--- src/rtl/dtc_pkg.sv ---
// Constants, types and register map of the dual timer/counter block
//=====================================================================
// Behaviour
// - Timer 1 overflow sets control bit 7 unless Timer 0 is split
// - Timer 0 overflow sets control bit 5
// - Control bit 6 runs Timer 1
// - Control bit 4 runs Timer 0
// - Ext irq 1 flag set per type bit
// - Level mode: irq 1 flag is inverted pin
// - Bit 2: irq 1 level or falling edge
// - Ext irq 0 flag set per type bit
// - Level mode: irq 0 flag is inverted pin
// - Bit 0: irq 0 level or falling edge
// - Timer 1 gate needs irq 1 pin high
// - Timer 0 gate needs irq 0 pin high
// - Timer 1 counts prescaled clock or pin edges
// - Timer 0 counts prescaled clock or pin edges
// - Timer 1 mode: 13, 16, reload, inactive
// - Timer 0 mode: 13, 16, reload, split
// - Clock bit 5 divides Timer 2 tick
// - Clock bit 4 divides Timer 1 tick
// - Clock bit 3 divides Timer 0 tick
// - Unused clock bits read zero, ignore writes
// - Counts readable and writable as two bytes
// - 13-bit mode: high byte plus five bits
// - Reload mode reloads low from high byte
// - Split high byte runs on Timer 1 run
// - Starting a timer keeps its count
package dtc_pkg;

    //=================================================================
    // Register addresses
    localparam logic [7:0] ADDR_CTRL   = 8'h88;
    localparam logic [7:0] ADDR_MODE   = 8'h89;
    localparam logic [7:0] ADDR_T0_LOW = 8'h8a;
    localparam logic [7:0] ADDR_T1_LOW = 8'h8b;
    localparam logic [7:0] ADDR_T0_HI  = 8'h8c;
    localparam logic [7:0] ADDR_T1_HI  = 8'h8d;
    localparam logic [7:0] ADDR_CLKDIV = 8'h8e;

    //=================================================================
    // Control register fields
    localparam int CTRL_T1_OVF  = 7;
    localparam int CTRL_T1_RUN  = 6;
    localparam int CTRL_T0_OVF  = 5;
    localparam int CTRL_T0_RUN  = 4;
    localparam int CTRL_X1_FLAG = 3;
    localparam int CTRL_X1_EDGE = 2;
    localparam int CTRL_X0_FLAG = 1;
    localparam int CTRL_X0_EDGE = 0;

    //=================================================================
    // Mode register fields
    localparam int MODE_T1_GATE = 7;
    localparam int MODE_SRC1  = 6;
    localparam int MODE_T1_HI = 5;
    localparam int MODE_T1_LO = 4;
    localparam int MODE_T0_GATE = 3;
    localparam int MODE_SRC0  = 2;
    localparam int MODE_T0_HI = 1;
    localparam int MODE_T0_LO = 0;

    //=================================================================
    // Clock divide register fields
    localparam int         CLK_T2_FAST = 5;
    localparam int         CLK_T1_FAST = 4;
    localparam int         CLK_T0_FAST = 3;
    localparam logic [7:0] CLKDIV_MASK = 8'h38;

    //=================================================================
    // Reset values and timing
    localparam logic [7:0] REG_RESET     = 8'h00;
    localparam logic       PIN_IDLE      = 1'b1;
    localparam int         PRESCALE_DIV  = 12;
    localparam logic [3:0] PRESCALE_LAST = 4'(PRESCALE_DIV - 1);
    localparam logic [3:0] PRESCALE_ZERO = 4'h0;
    localparam int         CNT13_LO_BITS = 5;
    localparam logic [7:0] BYTE_ALL_ONES = 8'hff;

    //=================================================================
    // Types
    typedef enum logic [1:0] {
        TM_13BIT,
        TM_16BIT,
        TM_RELOAD8,
        TM_SPLIT
    } dtc_mode_e;

    typedef struct packed {
        logic       wr;
        logic [7:0] addr;
        logic [7:0] wdata;
    } dtc_sfr_req_s;

    typedef struct packed {
        logic t0_count_pin;
        logic t1_count_pin;
        logic ext_interrupt0_pin;
        logic ext_interrupt1_pin;
    } dtc_pins_s;

    typedef struct packed {
        logic timer0;
        logic timer1;
        logic ext0;
        logic ext1;
    } dtc_vec_ack_s;

    typedef struct packed {
        logic       ovf;
        logic [7:0] low;
        logic [7:0] high;
    } dtc_step_s;

endpackage

--- src/rtl/dtc_timer_block.sv ---
// Dual timer/counter with external interrupt flags, SFR port access
`timescale 1ns/100ps
module dtc_timer_block
    import dtc_pkg::*;
(
    // Clock, reset, enable
    input  wire logic         sys_clk,
    input  wire logic         reset,
    input  wire logic         clk_en,
    // Register port
    input  wire dtc_sfr_req_s sfr_req,
    output logic [7:0]        sfr_rdata_ff,
    // Pins and vector acknowledges
    input  wire dtc_pins_s    pins,
    input  wire dtc_vec_ack_s vec_ack,
    // Interrupt flags and tick outputs
    output logic              timer1_overflow_flag_ff,
    output logic              timer0_overflow_flag_ff,
    output logic              ext_irq1_flag_ff,
    output logic              ext_irq0_flag_ff,
    output logic              timer1_overflow_pulse_ff,
    output logic              timer2_tick_ff
);

    //=================================================================
    // Register state
    logic       timer1_run_ff;
    logic       timer0_run_ff;
    logic       ext_irq1_edge_select_ff;
    logic       ext_irq0_edge_select_ff;
    logic [7:0] timer_mode_select_ff;
    logic [7:0] timer_clock_divide_ff;
    logic [7:0] timer0_count_low_ff;
    logic [7:0] timer0_count_high_ff;
    logic [7:0] timer1_count_low_ff;
    logic [7:0] timer1_count_high_ff;
    logic [3:0] prescale_ff;
    logic       t0_pin_prev_ff;
    logic       t1_pin_prev_ff;
    logic       ext_interrupt0_pin_pin_prev_ff;
    logic       ext_interrupt1_pin_pin_prev_ff;

    //=================================================================
    // Counting step shared by both timers
    function automatic dtc_step_s step_count(dtc_mode_e m,
                                             logic [7:0] lo,
                                             logic [7:0] hi);
        dtc_step_s   r;
        logic [13:0] c13;
        logic [16:0] c16;
        logic [8:0]  c8;
        r   = '{ovf: 1'b0, low: lo, high: hi};
        c13 = {1'b0, hi, lo[CNT13_LO_BITS-1:0]} + 14'h0001;
        c16 = {1'b0, hi, lo} + 17'h00001;
        c8  = {1'b0, lo} + 9'h001;
        case (m)
            TM_13BIT: begin
                // Upper three low-byte bits are left untouched
                r.high = c13[12:CNT13_LO_BITS];
                r.low  = {lo[7:CNT13_LO_BITS], c13[CNT13_LO_BITS-1:0]};
                r.ovf  = c13[13];
            end
            TM_16BIT: begin
                r.ovf  = c16[16];
                r.high = c16[15:8];
                r.low  = c16[7:0];
            end
            TM_RELOAD8: begin
                r.ovf = c8[8];
                r.low = c8[8] ? hi : c8[7:0];
            end
            default: begin
                r.ovf = c8[8];
                r.low = c8[7:0];
            end
        endcase
        return r;
    endfunction

    //=================================================================
    // Decode and control terms
    logic      wr_ctrl, wr_mode, wr_clk;
    logic      wr_t0l, wr_t0h, wr_t1l, wr_t1h;
    dtc_mode_e t0_mode, t1_mode;
    logic      t0_split, pre_tick, tick0, tick1;
    logic      fall_t0, fall_t1, fall_ext_interrupt0_pin, fall_ext_interrupt1_pin;
    logic      run0, run1, src0, src1, inc0, inc1, inc_hi0;
    logic      ovf0, ovf1, ovf_hi0, set_t1_flag;
    dtc_step_s s0, s1;

    assign wr_ctrl = sfr_req.wr && sfr_req.addr == ADDR_CTRL;
    assign wr_mode = sfr_req.wr && sfr_req.addr == ADDR_MODE;
    assign wr_clk  = sfr_req.wr && sfr_req.addr == ADDR_CLKDIV;
    assign wr_t0l  = sfr_req.wr && sfr_req.addr == ADDR_T0_LOW;
    assign wr_t0h  = sfr_req.wr && sfr_req.addr == ADDR_T0_HI;
    assign wr_t1l  = sfr_req.wr && sfr_req.addr == ADDR_T1_LOW;
    assign wr_t1h  = sfr_req.wr && sfr_req.addr == ADDR_T1_HI;

    assign t0_mode  = dtc_mode_e'(timer_mode_select_ff[MODE_T0_HI:MODE_T0_LO]);
    assign t1_mode  = dtc_mode_e'(timer_mode_select_ff[MODE_T1_HI:MODE_T1_LO]);
    assign t0_split = t0_mode == TM_SPLIT;

    // Pins are synchronous; a falling edge is seen in the first cycle the pin is low
    assign fall_t0   = t0_pin_prev_ff && !pins.t0_count_pin;
    assign fall_t1   = t1_pin_prev_ff && !pins.t1_count_pin;
    assign fall_ext_interrupt0_pin = ext_interrupt0_pin_pin_prev_ff && !pins.ext_interrupt0_pin;
    assign fall_ext_interrupt1_pin = ext_interrupt1_pin_pin_prev_ff && !pins.ext_interrupt1_pin;

    assign pre_tick = prescale_ff == PRESCALE_LAST;
    assign tick0 = timer_clock_divide_ff[CLK_T0_FAST] || pre_tick;
    assign tick1 = timer_clock_divide_ff[CLK_T1_FAST] || pre_tick;

    assign run0 = timer0_run_ff &&
        (!timer_mode_select_ff[MODE_T0_GATE] || pins.ext_interrupt0_pin);
    assign run1 = timer1_run_ff &&
        (!timer_mode_select_ff[MODE_T1_GATE] || pins.ext_interrupt1_pin);

    assign src0 = timer_mode_select_ff[MODE_SRC0] ? fall_t0 : tick0;
    // With Timer 0 split, Timer 1 loses its external clock
    assign src1 = (timer_mode_select_ff[MODE_SRC1] && !t0_split) ?
                  fall_t1 : tick1;

    assign inc0    = run0 && src0;
    assign inc1    = run1 && src1 && t1_mode != TM_SPLIT;
    assign inc_hi0 = t0_split && timer1_run_ff && tick0;

    assign s0 = step_count(t0_mode, timer0_count_low_ff,
                           timer0_count_high_ff);
    assign s1 = step_count(t1_mode, timer1_count_low_ff,
                           timer1_count_high_ff);

    assign ovf0    = inc0 && s0.ovf;
    assign ovf1    = inc1 && s1.ovf;
    assign ovf_hi0 = inc_hi0 && timer0_count_high_ff == BYTE_ALL_ONES;
    assign set_t1_flag = t0_split ? ovf_hi0 : ovf1;

    //=================================================================
    // Prescaler and pin history
    always_ff @(posedge sys_clk or posedge reset) begin
        if (reset) begin
            prescale_ff <= PRESCALE_ZERO;
        end else if (clk_en) begin
            prescale_ff <= pre_tick ? PRESCALE_ZERO : prescale_ff + 4'h1;
        end
    end

    always_ff @(posedge sys_clk or posedge reset) begin
        if (reset) begin
            t0_pin_prev_ff   <= PIN_IDLE;
            t1_pin_prev_ff   <= PIN_IDLE;
            ext_interrupt0_pin_pin_prev_ff <= PIN_IDLE;
            ext_interrupt1_pin_pin_prev_ff <= PIN_IDLE;
        end else if (clk_en) begin
            t0_pin_prev_ff   <= pins.t0_count_pin;
            t1_pin_prev_ff   <= pins.t1_count_pin;
            ext_interrupt0_pin_pin_prev_ff <= pins.ext_interrupt0_pin;
            ext_interrupt1_pin_pin_prev_ff <= pins.ext_interrupt1_pin;
        end
    end

    //=================================================================
    // Configuration registers
    always_ff @(posedge sys_clk or posedge reset) begin
        if (reset) begin
            timer1_run_ff           <= 1'b0;
            timer0_run_ff           <= 1'b0;
            ext_irq1_edge_select_ff <= 1'b0;
            ext_irq0_edge_select_ff <= 1'b0;
        end else if (clk_en && wr_ctrl) begin
            timer1_run_ff           <= sfr_req.wdata[CTRL_T1_RUN];
            timer0_run_ff           <= sfr_req.wdata[CTRL_T0_RUN];
            ext_irq1_edge_select_ff <= sfr_req.wdata[CTRL_X1_EDGE];
            ext_irq0_edge_select_ff <= sfr_req.wdata[CTRL_X0_EDGE];
        end
    end

    always_ff @(posedge sys_clk or posedge reset) begin
        if (reset) begin
            timer_mode_select_ff  <= REG_RESET;
            timer_clock_divide_ff <= REG_RESET;
        end else if (clk_en) begin
            if (wr_mode) begin
                timer_mode_select_ff <= sfr_req.wdata;
            end
            if (wr_clk) begin
                timer_clock_divide_ff <= sfr_req.wdata & CLKDIV_MASK;
            end
        end
    end

    //=================================================================
    // Overflow flags: a set beats a clear in the same cycle
    always_ff @(posedge sys_clk or posedge reset) begin
        if (reset) begin
            timer0_overflow_flag_ff <= 1'b0;
        end else if (clk_en) begin
            if (ovf0) begin
                timer0_overflow_flag_ff <= 1'b1;
            end else if (vec_ack.timer0) begin
                timer0_overflow_flag_ff <= 1'b0;
            end else if (wr_ctrl) begin
                timer0_overflow_flag_ff <= sfr_req.wdata[CTRL_T0_OVF];
            end
        end
    end

    always_ff @(posedge sys_clk or posedge reset) begin
        if (reset) begin
            timer1_overflow_flag_ff <= 1'b0;
        end else if (clk_en) begin
            if (set_t1_flag) begin
                timer1_overflow_flag_ff <= 1'b1;
            end else if (vec_ack.timer1) begin
                timer1_overflow_flag_ff <= 1'b0;
            end else if (wr_ctrl) begin
                timer1_overflow_flag_ff <= sfr_req.wdata[CTRL_T1_OVF];
            end
        end
    end

    //=================================================================
    // External interrupt flags
    always_ff @(posedge sys_clk or posedge reset) begin
        if (reset) begin
            ext_irq0_flag_ff <= 1'b0;
        end else if (clk_en) begin
            if (!ext_irq0_edge_select_ff) begin
                ext_irq0_flag_ff <= !pins.ext_interrupt0_pin;
            end else if (fall_ext_interrupt0_pin) begin
                ext_irq0_flag_ff <= 1'b1;
            end else if (vec_ack.ext0) begin
                ext_irq0_flag_ff <= 1'b0;
            end else if (wr_ctrl) begin
                ext_irq0_flag_ff <= sfr_req.wdata[CTRL_X0_FLAG];
            end
        end
    end

    always_ff @(posedge sys_clk or posedge reset) begin
        if (reset) begin
            ext_irq1_flag_ff <= 1'b0;
        end else if (clk_en) begin
            if (!ext_irq1_edge_select_ff) begin
                ext_irq1_flag_ff <= !pins.ext_interrupt1_pin;
            end else if (fall_ext_interrupt1_pin) begin
                ext_irq1_flag_ff <= 1'b1;
            end else if (vec_ack.ext1) begin
                ext_irq1_flag_ff <= 1'b0;
            end else if (wr_ctrl) begin
                ext_irq1_flag_ff <= sfr_req.wdata[CTRL_X1_FLAG];
            end
        end
    end

    //=================================================================
    // Timer 0 count bytes; a software write beats counting
    always_ff @(posedge sys_clk or posedge reset) begin
        if (reset) begin
            timer0_count_low_ff  <= REG_RESET;
            timer0_count_high_ff <= REG_RESET;
        end else if (clk_en) begin
            if (wr_t0l) begin
                timer0_count_low_ff <= sfr_req.wdata;
            end else if (inc0) begin
                timer0_count_low_ff <= s0.low;
            end
            if (wr_t0h) begin
                timer0_count_high_ff <= sfr_req.wdata;
            end else if (inc_hi0) begin
                timer0_count_high_ff <= timer0_count_high_ff + 8'h01;
            end else if (inc0 && !t0_split) begin
                timer0_count_high_ff <= s0.high;
            end
        end
    end

    //=================================================================
    // Timer 1 count bytes
    always_ff @(posedge sys_clk or posedge reset) begin
        if (reset) begin
            timer1_count_low_ff  <= REG_RESET;
            timer1_count_high_ff <= REG_RESET;
        end else if (clk_en) begin
            if (wr_t1l) begin
                timer1_count_low_ff <= sfr_req.wdata;
            end else if (inc1) begin
                timer1_count_low_ff <= s1.low;
            end
            if (wr_t1h) begin
                timer1_count_high_ff <= sfr_req.wdata;
            end else if (inc1) begin
                timer1_count_high_ff <= s1.high;
            end
        end
    end

    //=================================================================
    // Tick outputs for the serial port and Timer 2
    always_ff @(posedge sys_clk or posedge reset) begin
        if (reset) begin
            timer1_overflow_pulse_ff <= 1'b0;
            timer2_tick_ff           <= 1'b0;
        end else if (clk_en) begin
            // Kept even when split mode blocks the flag, for baud use
            timer1_overflow_pulse_ff <= ovf1;
            timer2_tick_ff <= timer_clock_divide_ff[CLK_T2_FAST] || pre_tick;
        end else begin
            timer1_overflow_pulse_ff <= 1'b0;
            timer2_tick_ff           <= 1'b0;
        end
    end

    //=================================================================
    // Read data, one cycle after the address
    always_ff @(posedge sys_clk or posedge reset) begin
        if (reset) begin
            sfr_rdata_ff <= REG_RESET;
        end else if (clk_en) begin
            case (sfr_req.addr)
                ADDR_CTRL:   sfr_rdata_ff <= {timer1_overflow_flag_ff,
                                              timer1_run_ff,
                                              timer0_overflow_flag_ff,
                                              timer0_run_ff,
                                              ext_irq1_flag_ff,
                                              ext_irq1_edge_select_ff,
                                              ext_irq0_flag_ff,
                                              ext_irq0_edge_select_ff};
                ADDR_MODE:   sfr_rdata_ff <= timer_mode_select_ff;
                ADDR_CLKDIV: sfr_rdata_ff <= timer_clock_divide_ff;
                ADDR_T0_LOW: sfr_rdata_ff <= timer0_count_low_ff;
                ADDR_T0_HI:  sfr_rdata_ff <= timer0_count_high_ff;
                ADDR_T1_LOW: sfr_rdata_ff <= timer1_count_low_ff;
                ADDR_T1_HI:  sfr_rdata_ff <= timer1_count_high_ff;
                default:     sfr_rdata_ff <= REG_RESET;
            endcase
        end
    end
endmodule // dtc_timer_block

--- config.mk ---
export PLATFORM = sky130hd
export DESIGN_NAME = dtc_timer_block
export DESIGN_NICKNAME = d
export VERILOG_FILES = /design/src/rtl/dtc_pkg.sv /design/src/rtl/dtc_timer_block.sv
export SDC_FILE = /design/constraint.sdc
export NUM_CORES = 1
export LEC_CHECK = 0
export ABC_AREA = 1
export BUFFER_PORTS_ARGS = -buffer_cell sky130_fd_sc_hd__buf_2
export CAP_MARGIN = 20
export CORE_UTILIZATION = 63
export DETAILED_ROUTE_END_ITERATION = 7
export GPL_ROUTABILITY_DRIVEN = 1
export HOLD_SLACK_MARGIN = 0.06
export PLACE_DENSITY = 0.95
export SYNTH_ARGS = -nofsm -noshare
export SYNTH_HDL_FRONTEND = slang
export SYNTH_SLANG_ARGS = --single-unit
--- constraint.sdc ---
create_clock -name sys_clk -period 4.3 [get_ports sys_clk]
set_input_delay 0.215 -clock sys_clk [delete_from_list [all_inputs] [get_ports sys_clk]]
set_output_delay 0.215 -clock sys_clk [all_outputs]
set_load 0.03 [all_outputs]
==> results of run 1 <==
==> state kept, by name (all words and copies together), names as in the netlist, 3 cells and up <==
| register | count |
|---|---|
| timer0_count_low_ff | 8 |
| timer1_count_high_ff | 8 |
| prescale_ff | 4 |
| sfr_rdata_ff | 8 |
| timer0_count_high_ff | 8 |
| timer1_count_low_ff | 8 |
| timer_mode_select_ff | 8 |
| timer_clock_divide_ff | 3 |
==> placed cells by master, fill, tap and decap left out, types with 2 or more instances in the layout <==
cell,count
nor3_1,10
a22oi_1,2
inv_1,76
inv_6,3
buf_2,41
nand2_1,251
bufinv_16,2
nor2_1,55
clkinv_1,3
nand4_1,9
xor2_1,18
o22ai_1,19
ha_1,4
nand3_1,54
nand3_2,4
o21ai_1,24
o21ai_0,29
nand2_2,5
o211ai_1,6
dfstp_2,4
a21oi_2,3
dfrtp_1,65
nor2_2,5
xnor2_1,2
clkbuf_8,9
inv_2,16
o221ai_1,4
nand2_4,3
a21oi_1,30
==> critical path: stages (launching register included) <==
cell	delay, ns
dfrtp_1	0.41
ha_1	0.21
nand3_2	0.17
nand2_1	0.18
inv_2	0.04
nand2_1	0.05
nand3_1	0.18
nand2_1	0.12
nand2_1	0.12
a21oi_2	0.27
inv_2	0.06
nand2_1	0.06
nand2_1	0.05
==> per-layer routing <==
| layer | track usage [%] | wire length (microns) |
|---|---|---|
| met5 | 0 | 0 |
| met4 | 17.74 | 595 |
| met3 | 8.799 | 1624 |
| met2 | 61.73 | 6859 |
| met1 | 49.64 | 5732 |
==> cell families after synthesis <==
kind of cell | Yosys count | share of synthesized area (%)
adder cells (fa/ha/maj) | 4 | 1.029
XOR/XNOR | 20 | 3.603
AO/OA/AOI/OAI | 125 | 15.23
buffers and inverters | 108 | 9.032
flip-flops | 69 | 35.62
AND/OR/NAND/NOR | 400 | 35.49
==> repair_timing <==
action	in CTS	in global routing
endpoints found under the hold margin	6	0
setup buffers	0	0
hold buffers	1	0
setup endpoints to repair	0	0
==> worst max-delay path by stage <==
stage / start / end / slack (ns) / cells after the start
finish: prescale_ff[0]$_DFFE_PP0P_ / timer0_count_low_ff[5]$_DFFE_PP0P_ / 2.25 / 12
global route: prescale_ff[0]$_DFFE_PP0P_ / timer0_count_low_ff[7]$_DFFE_PP0P_ / 2.15 / 12
CTS: prescale_ff[0]$_DFFE_PP0P_ / timer0_count_low_ff[7]$_DFFE_PP0P_ / 2.29 / 12
detailed placement: sfr_req[14] / timer1_count_low_ff[6]$_DFFE_PP0P_ / 2.21 / 11
global placement: sfr_req[14] / timer1_count_low_ff[6]$_DFFE_PP0P_ / 2.26 / 11
floorplan: reset / ext_irq0_edge_select_ff$_DFFE_PP0P_ / 2.35 / 1
==> power breakdown <==
part | internal (mW) | leakage [nW] | total [mW] | switching [mW]
Combinational | 0.127 | 1.88 | 0.395 | 0.269
Clock | 0.337 | 0.113 | 0.627 | 0.290
Sequential | 0.699 | 0.852 | 0.751 | 0.0526
==> layout make-up <==
| cell class | count | share of cell area [%] |
|---|---|---|
| Multi-Input combinational cell | 549 | 50.17 |
| Sequential cell | 69 | 32.28 |
| Inverter | 96 | 6.765 |
| Timing Repair Buffer | 43 | 4.152 |
| Clock buffer | 9 | 2.309 |
| Tap cell | 99 | 2.309 |
| Clock inverter | 7 | 1.959 |
| Antenna cell | 1 | 0.04665 |
==> reports/summary.txt, run 1 <==
FF/Latch Area - 0.001732 sq mm
Initial Util - 65.98%
CTS Buffer Depth - 2
Fmax - 488.4 MHz
R2R setup slack - 2.25 ns
Total gr overflow - 0
Hold Crit Class - input port to register
Main synth FF type - dfrtp_1
Clk sinks - 69
Fin. Hold Viols - 0
Setup ws final - 2.253 ns
VDD IR max - 0.0002141 V
Overall routing resource usage - 38.47%
Layout cells sized above 1 - 13.84%
DP HPWL - 11.12 mm
Cells after Synth - 726
DP Area - 0.005122 sq mm
Fin util - 72.78%
Layout Nets - 800
Num ports - 42
Crit path capture type - register
Crit path max fanout - 5
Sequential share of the synthesized area - 35.62%
Die width - 89.85 microns
Hold Path Depth - 3
Vert. Die Dim - 89.85 microns
Synthesized flop and latch total - 69
Die area - 0.008073 sq mm
Vias/cell - 5.991
Avg Cell Area, Syn - 6.697 sq um
Synth cell count leaders - nand2_1, inv_1, dfrtp_1
Post-Syn Area - 0.004862 sq mm
CTS tree - built
Total of warnings raised by yosys - 0
Leakage Power - 2.848 nW
Top cells by area, synth - dfrtp_1, nand2_1, inv_1
Filler instances - 602
Power, Total - 1.773 mW
Setup TNS Final - 0 ns
Non-filler cells, final - 873
Reg2Reg Capture Point - timer0_count_low_ff[5]$_DFFE_PP0P_
Cell area power density - 330.6 mW/mm^2
Inserted Clock Buffers - 9
Routed WL - 14.81 mm
Crit path kind - register to register
Synth-to-Final Area Change - 10.32%
Worst EP arrival - 2.30 ns
Core ar. - 0.007370 sq mm
RSZ-0062 raised after global routing - false
Area fraction of the dominant cell type after synthesis - 33.45%
Relative slew margins - 46.56%
Part of the cycle the worst path needs - 47.61%
DP Cell Count - 855
Count leader, synth - nand2_1
First-pass GRT wire length - 24.47 mm
Hold Path Origin - pins[3]
Vias in the first global route - 5054
WL/cell - 16.97 microns
Pins Over Slew Limit - 0
Post-synth net total - 758
RD Place Congestion - 0.9791
Status - complete, no violations
Largest net degree at the start of global routing - 64
Synth area leader - dfrtp_1
Yosys cell types - 42
Worst path required time - 4.55 ns
H-tree level count - 3
Critical Path Start Type - register
DRC viols - 0
Reg2reg start - prescale_ff[0]$_DFFE_PP0P_
Initial antenna violation count - 0
Via count - 5230
Worst min-delay path endpoint - t0_pin_prev_ff$_DFFE_PP1P_
Input/output buffers - 41
DR pass1 iterations - 6
Slew of the pin with the lowest slew margin - 0.8016 ns
Final worst path period need - 2.047 ns
Worst-Skew Late Latency - 0.36 ns
Synth async-reset ratio - 100.0%
Skew final - 0.01121 ns
Detail Route Antenna Nets - 0
Hold_ws - 0.08775 ns
Final setup vio count - 0
Multi-input gate area - 0.002691 sq mm
CTS resizes - 0
Clk root buf - clkbuf_8
Max cap viols - 0
Cell Rows - 31
Dpl ws - 2.207 ns
EDFF count, synth - 0
Clock transition at path regs - 0.09 ns
Initial DRC count - 574
Reg2reg path depth - 12
Final Cell Area - 0.005364 sq mm
No activity file was read; power rests on OpenSTA's default activity.
==> inputs of run 2 (changes only) <==
--- a/config.mk
+++ b/config.mk
@@ -8,11 +8,11 @@
 export ABC_AREA = 1
 export BUFFER_PORTS_ARGS = -buffer_cell sky130_fd_sc_hd__buf_2
 export CAP_MARGIN = 20
-export CORE_UTILIZATION = 63
+export CORE_UTILIZATION = 55
 export DETAILED_ROUTE_END_ITERATION = 7
 export GPL_ROUTABILITY_DRIVEN = 1
 export HOLD_SLACK_MARGIN = 0.06
-export PLACE_DENSITY = 0.95
+export PLACE_DENSITY = 0.89
 export SYNTH_ARGS = -nofsm -noshare
 export SYNTH_HDL_FRONTEND = slang
 export SYNTH_SLANG_ARGS = --single-unit
==> constraint.sdc (replaced) <==
create_clock -name sys_clk -period 1.8 [get_ports sys_clk]
set_input_delay 0.09 -clock sys_clk [delete_from_list [all_inputs] [get_ports sys_clk]]
set_output_delay 0.09 -clock sys_clk [all_outputs]
set_load 0.03 [all_outputs]
==> run 2 against run 1 <==
  * Global-route usage shrank 2.7 points
  * Cell count grew 5.8%
  * Setup slack lost 2.2 ns
  * Critical path depth shrank 2
  * Via count grew 5.4%
  * Non-clock buffer count grew 45
  * Sequential power grew 140%
  * Maximum frequency grew 15%
  * Clock skew grew 0.0015 ns
==> reports/summary.txt, run 2 (synthesis gave the netlist of run 1 again) <==
Hold Path Depth - 5 (+2)
Layout cells sized above 1 - 22.34% (+8.5 points)
Die width - 96.02 microns (+6.9%)
CP cell instances - inv_2 -> nor2_4 -> nor2_2 -> nor2_2 -> nand2_2 -> o21ai_4 -> nand2_8 -> inv_2 -> o21ai_2 -> o21ai_1
Setup TNS Final - 0 ns (unchanged)
Clock transition at path regs - 0.09 ns (about the same)
Cell Rows - 33 (+6.5%)
Final worst path period need - 1.775 ns (-0.2721 ns)
Initial DRC count - 590 (+2.8%)
Detail Route Antenna Nets - 0 (unchanged)
Worst path max stage delay - 0.54 ns (+0.13 ns)
DRC viols - 0 (unchanged)
Final setup vio count - 0 (unchanged)
Initial antenna violation count - 0 (unchanged)
Met1 Use GR - 45.28% (-4.4 points)
Die area - 0.009220 sq mm (+14%)
Vias in the first global route - 4963 (-1.8%)
Crit path kind - register to register
M2 GR Usage - 56.15% (-5.6 points)
Input/output buffers - 41 (unchanged)
Inserted Clock Buffers - 9 (unchanged)
Filler instances - 653 (+8.5%)
Fin util - 71.35% (-1.4 points)
Core ar. - 0.008382 sq mm (+14%)
VDD IR max - 0.0003493 V (+63%)
Hold Crit Class - input port to register
Most used routing layer - met2
Relative slew margins - 62.71% (+16 points)
Fmax - 563.3 MHz (+15%)
Slew of the pin with the lowest slew margin - 0.5593 ns (-0.2423 ns)
Reg2reg path depth - 10 (-2)
Hold_ws - 0.08603 ns (-0.001718 ns)
Antenna Cells - 0 (-1)
Worst EP arrival - 2.07 ns (-0.23 ns)
DP Area - 0.005336 sq mm (+4.2%)
H-tree level count - 3 (unchanged)
Synth-to-Final Area Change - 23.01%
Routed WL - 16.38 mm (+11%)
Dpl ws - -0.0007534 ns (-2.208 ns)
Final Cell Area - 0.005981 sq mm (+12%)
Max cap viols - 0 (unchanged)
Leakage Power - 3.100 nW (+8.8%)
Fin. Hold Viols - 0 (unchanged)
RSZ-0062 raised after global routing - true
Layout Nets - 846 (+5.8%)
Vias/cell - 5.969 (-0.37%)
Clk root buf - clkbuf_8
Cell area power density - 745.9 mW/mm^2 (+130%)
DP Cell Count - 888 (+3.9%)
Commonest non-fill, non-tap cells in the layout - nand2_1, inv_1, dfrtp_1
Vert. Die Dim - 96.02 microns (+6.9%)
Initial Util - 58.01% (-8.0 points)
Setup ws final - 0.02474 ns (-2.228 ns)
Total gr overflow - 0 (unchanged)
CTS Buffer Depth - 2 (unchanged)
Crit path capture type - register
Met3 global-route usage - 8.610% (-0.19 points)
Worst path required time - 2.09 ns (-2.46 ns)
Worst-Skew Late Latency - 0.37 ns (about the same)
Pins Over Slew Limit - 0 (unchanged)
Num ports - 42 (unchanged)
DP HPWL - 11.39 mm (+2.5%)
DR pass1 iterations - 6 (unchanged)
CTS tree - built
Status - complete, no violations
Most common cell after layout, fill and taps aside - nand2_1
Largest net degree at the start of global routing - 46 (-28%)
Critical Path Start Type - register
WL/cell - 17.73 microns (+4.5%)
Crit path max fanout - 8 (+3)
First-pass GRT wire length - 24.47 mm (about the same)
Overall routing resource usage - 35.78% (-2.7 points)
Crit path max-delay cell type - dfstp_2
Non-filler cells, final - 924 (+5.8%)
Part of the cycle the worst path needs - 98.63% (+51 points)
Skew final - 0.01274 ns (+0.001531 ns)
Clk sinks - 69 (unchanged)
Power, Total - 4.461 mW (+150%)
Via count - 5515 (+5.4%)
RD Place Congestion - 1.042 (+6.4%)
## run 2: repair_timing
item | in CTS | in global routing
endpoints found under the hold margin | 73 | 0
gates cloned | 0 | 1
setup endpoints to repair | 6 | 32
pin swaps | 0 | 20
buffers inserted | 0 | 10
hold buffers | 9 | 0
gates resized for setup | 4 | 55
## run 2: layout make-up
cell class | count | area (sq um) | share of cell area [%]
Clock inverter | 7 | 105.1 | 1.757
Clock buffer | 9 | 123.9 | 2.071
Timing Repair Buffer | 88 | 595.6 | 9.958
Inverter | 96 | 366.6 | 6.130
Tap cell | 105 | 131.4 | 2.197
Sequential cell | 69 | 1734 | 29.00
Multi-Input combinational cell | 550 | 2924 | 48.89
## run 2: critical path, delay by kind of cell (launching register included)
kind	cells	cell delay, ns
flops	1	0.54
simple gates	5	0.54
compound gates	3	0.48
buf+inv	2	0.13
## run 2: final timing paths
kind | from | to | slack [ns]
max | t1_pin_prev_ff$_DFFE_PP1P_ | timer1_count_high_ff[0]$_DFFE_PP0P_ | 0.02
min reg2reg | sfr_rdata_ff[0]$_DFFE_PP0P_ | sfr_rdata_ff[0]$_DFFE_PP0P_ | 0.48
min in group asynchronous | reset | timer1_count_low_ff[5]$_DFFE_PP0P_ | 0.36
min | sfr_req[7] | timer1_overflow_flag_ff$_DFFE_PP0P_ | 0.09
max in group asynchronous | reset | prescale_ff[0]$_DFFE_PP0P_ | 0.95
max reg2reg | t1_pin_prev_ff$_DFFE_PP1P_ | timer1_count_high_ff[0]$_DFFE_PP0P_ | 0.02
## run 2: layer usage
layer | part of all wire, % | vias to the layer above | wire, microns
li1 | - | 2532 | -
met5 | 0 | - | 0
met2 | 46 | 358 | 7552
met1 | 38 | 2546 | 6229
met3 | 10 | 79 | 1693
met4 | 5.5 | 0 | 905
## run 2: where the power goes
part,internal (mW),switching (mW),total (mW)
Sequential,1.67,0.135,1.81
Combinational,0.421,0.710,1.13
Clock,0.804,0.720,1.52
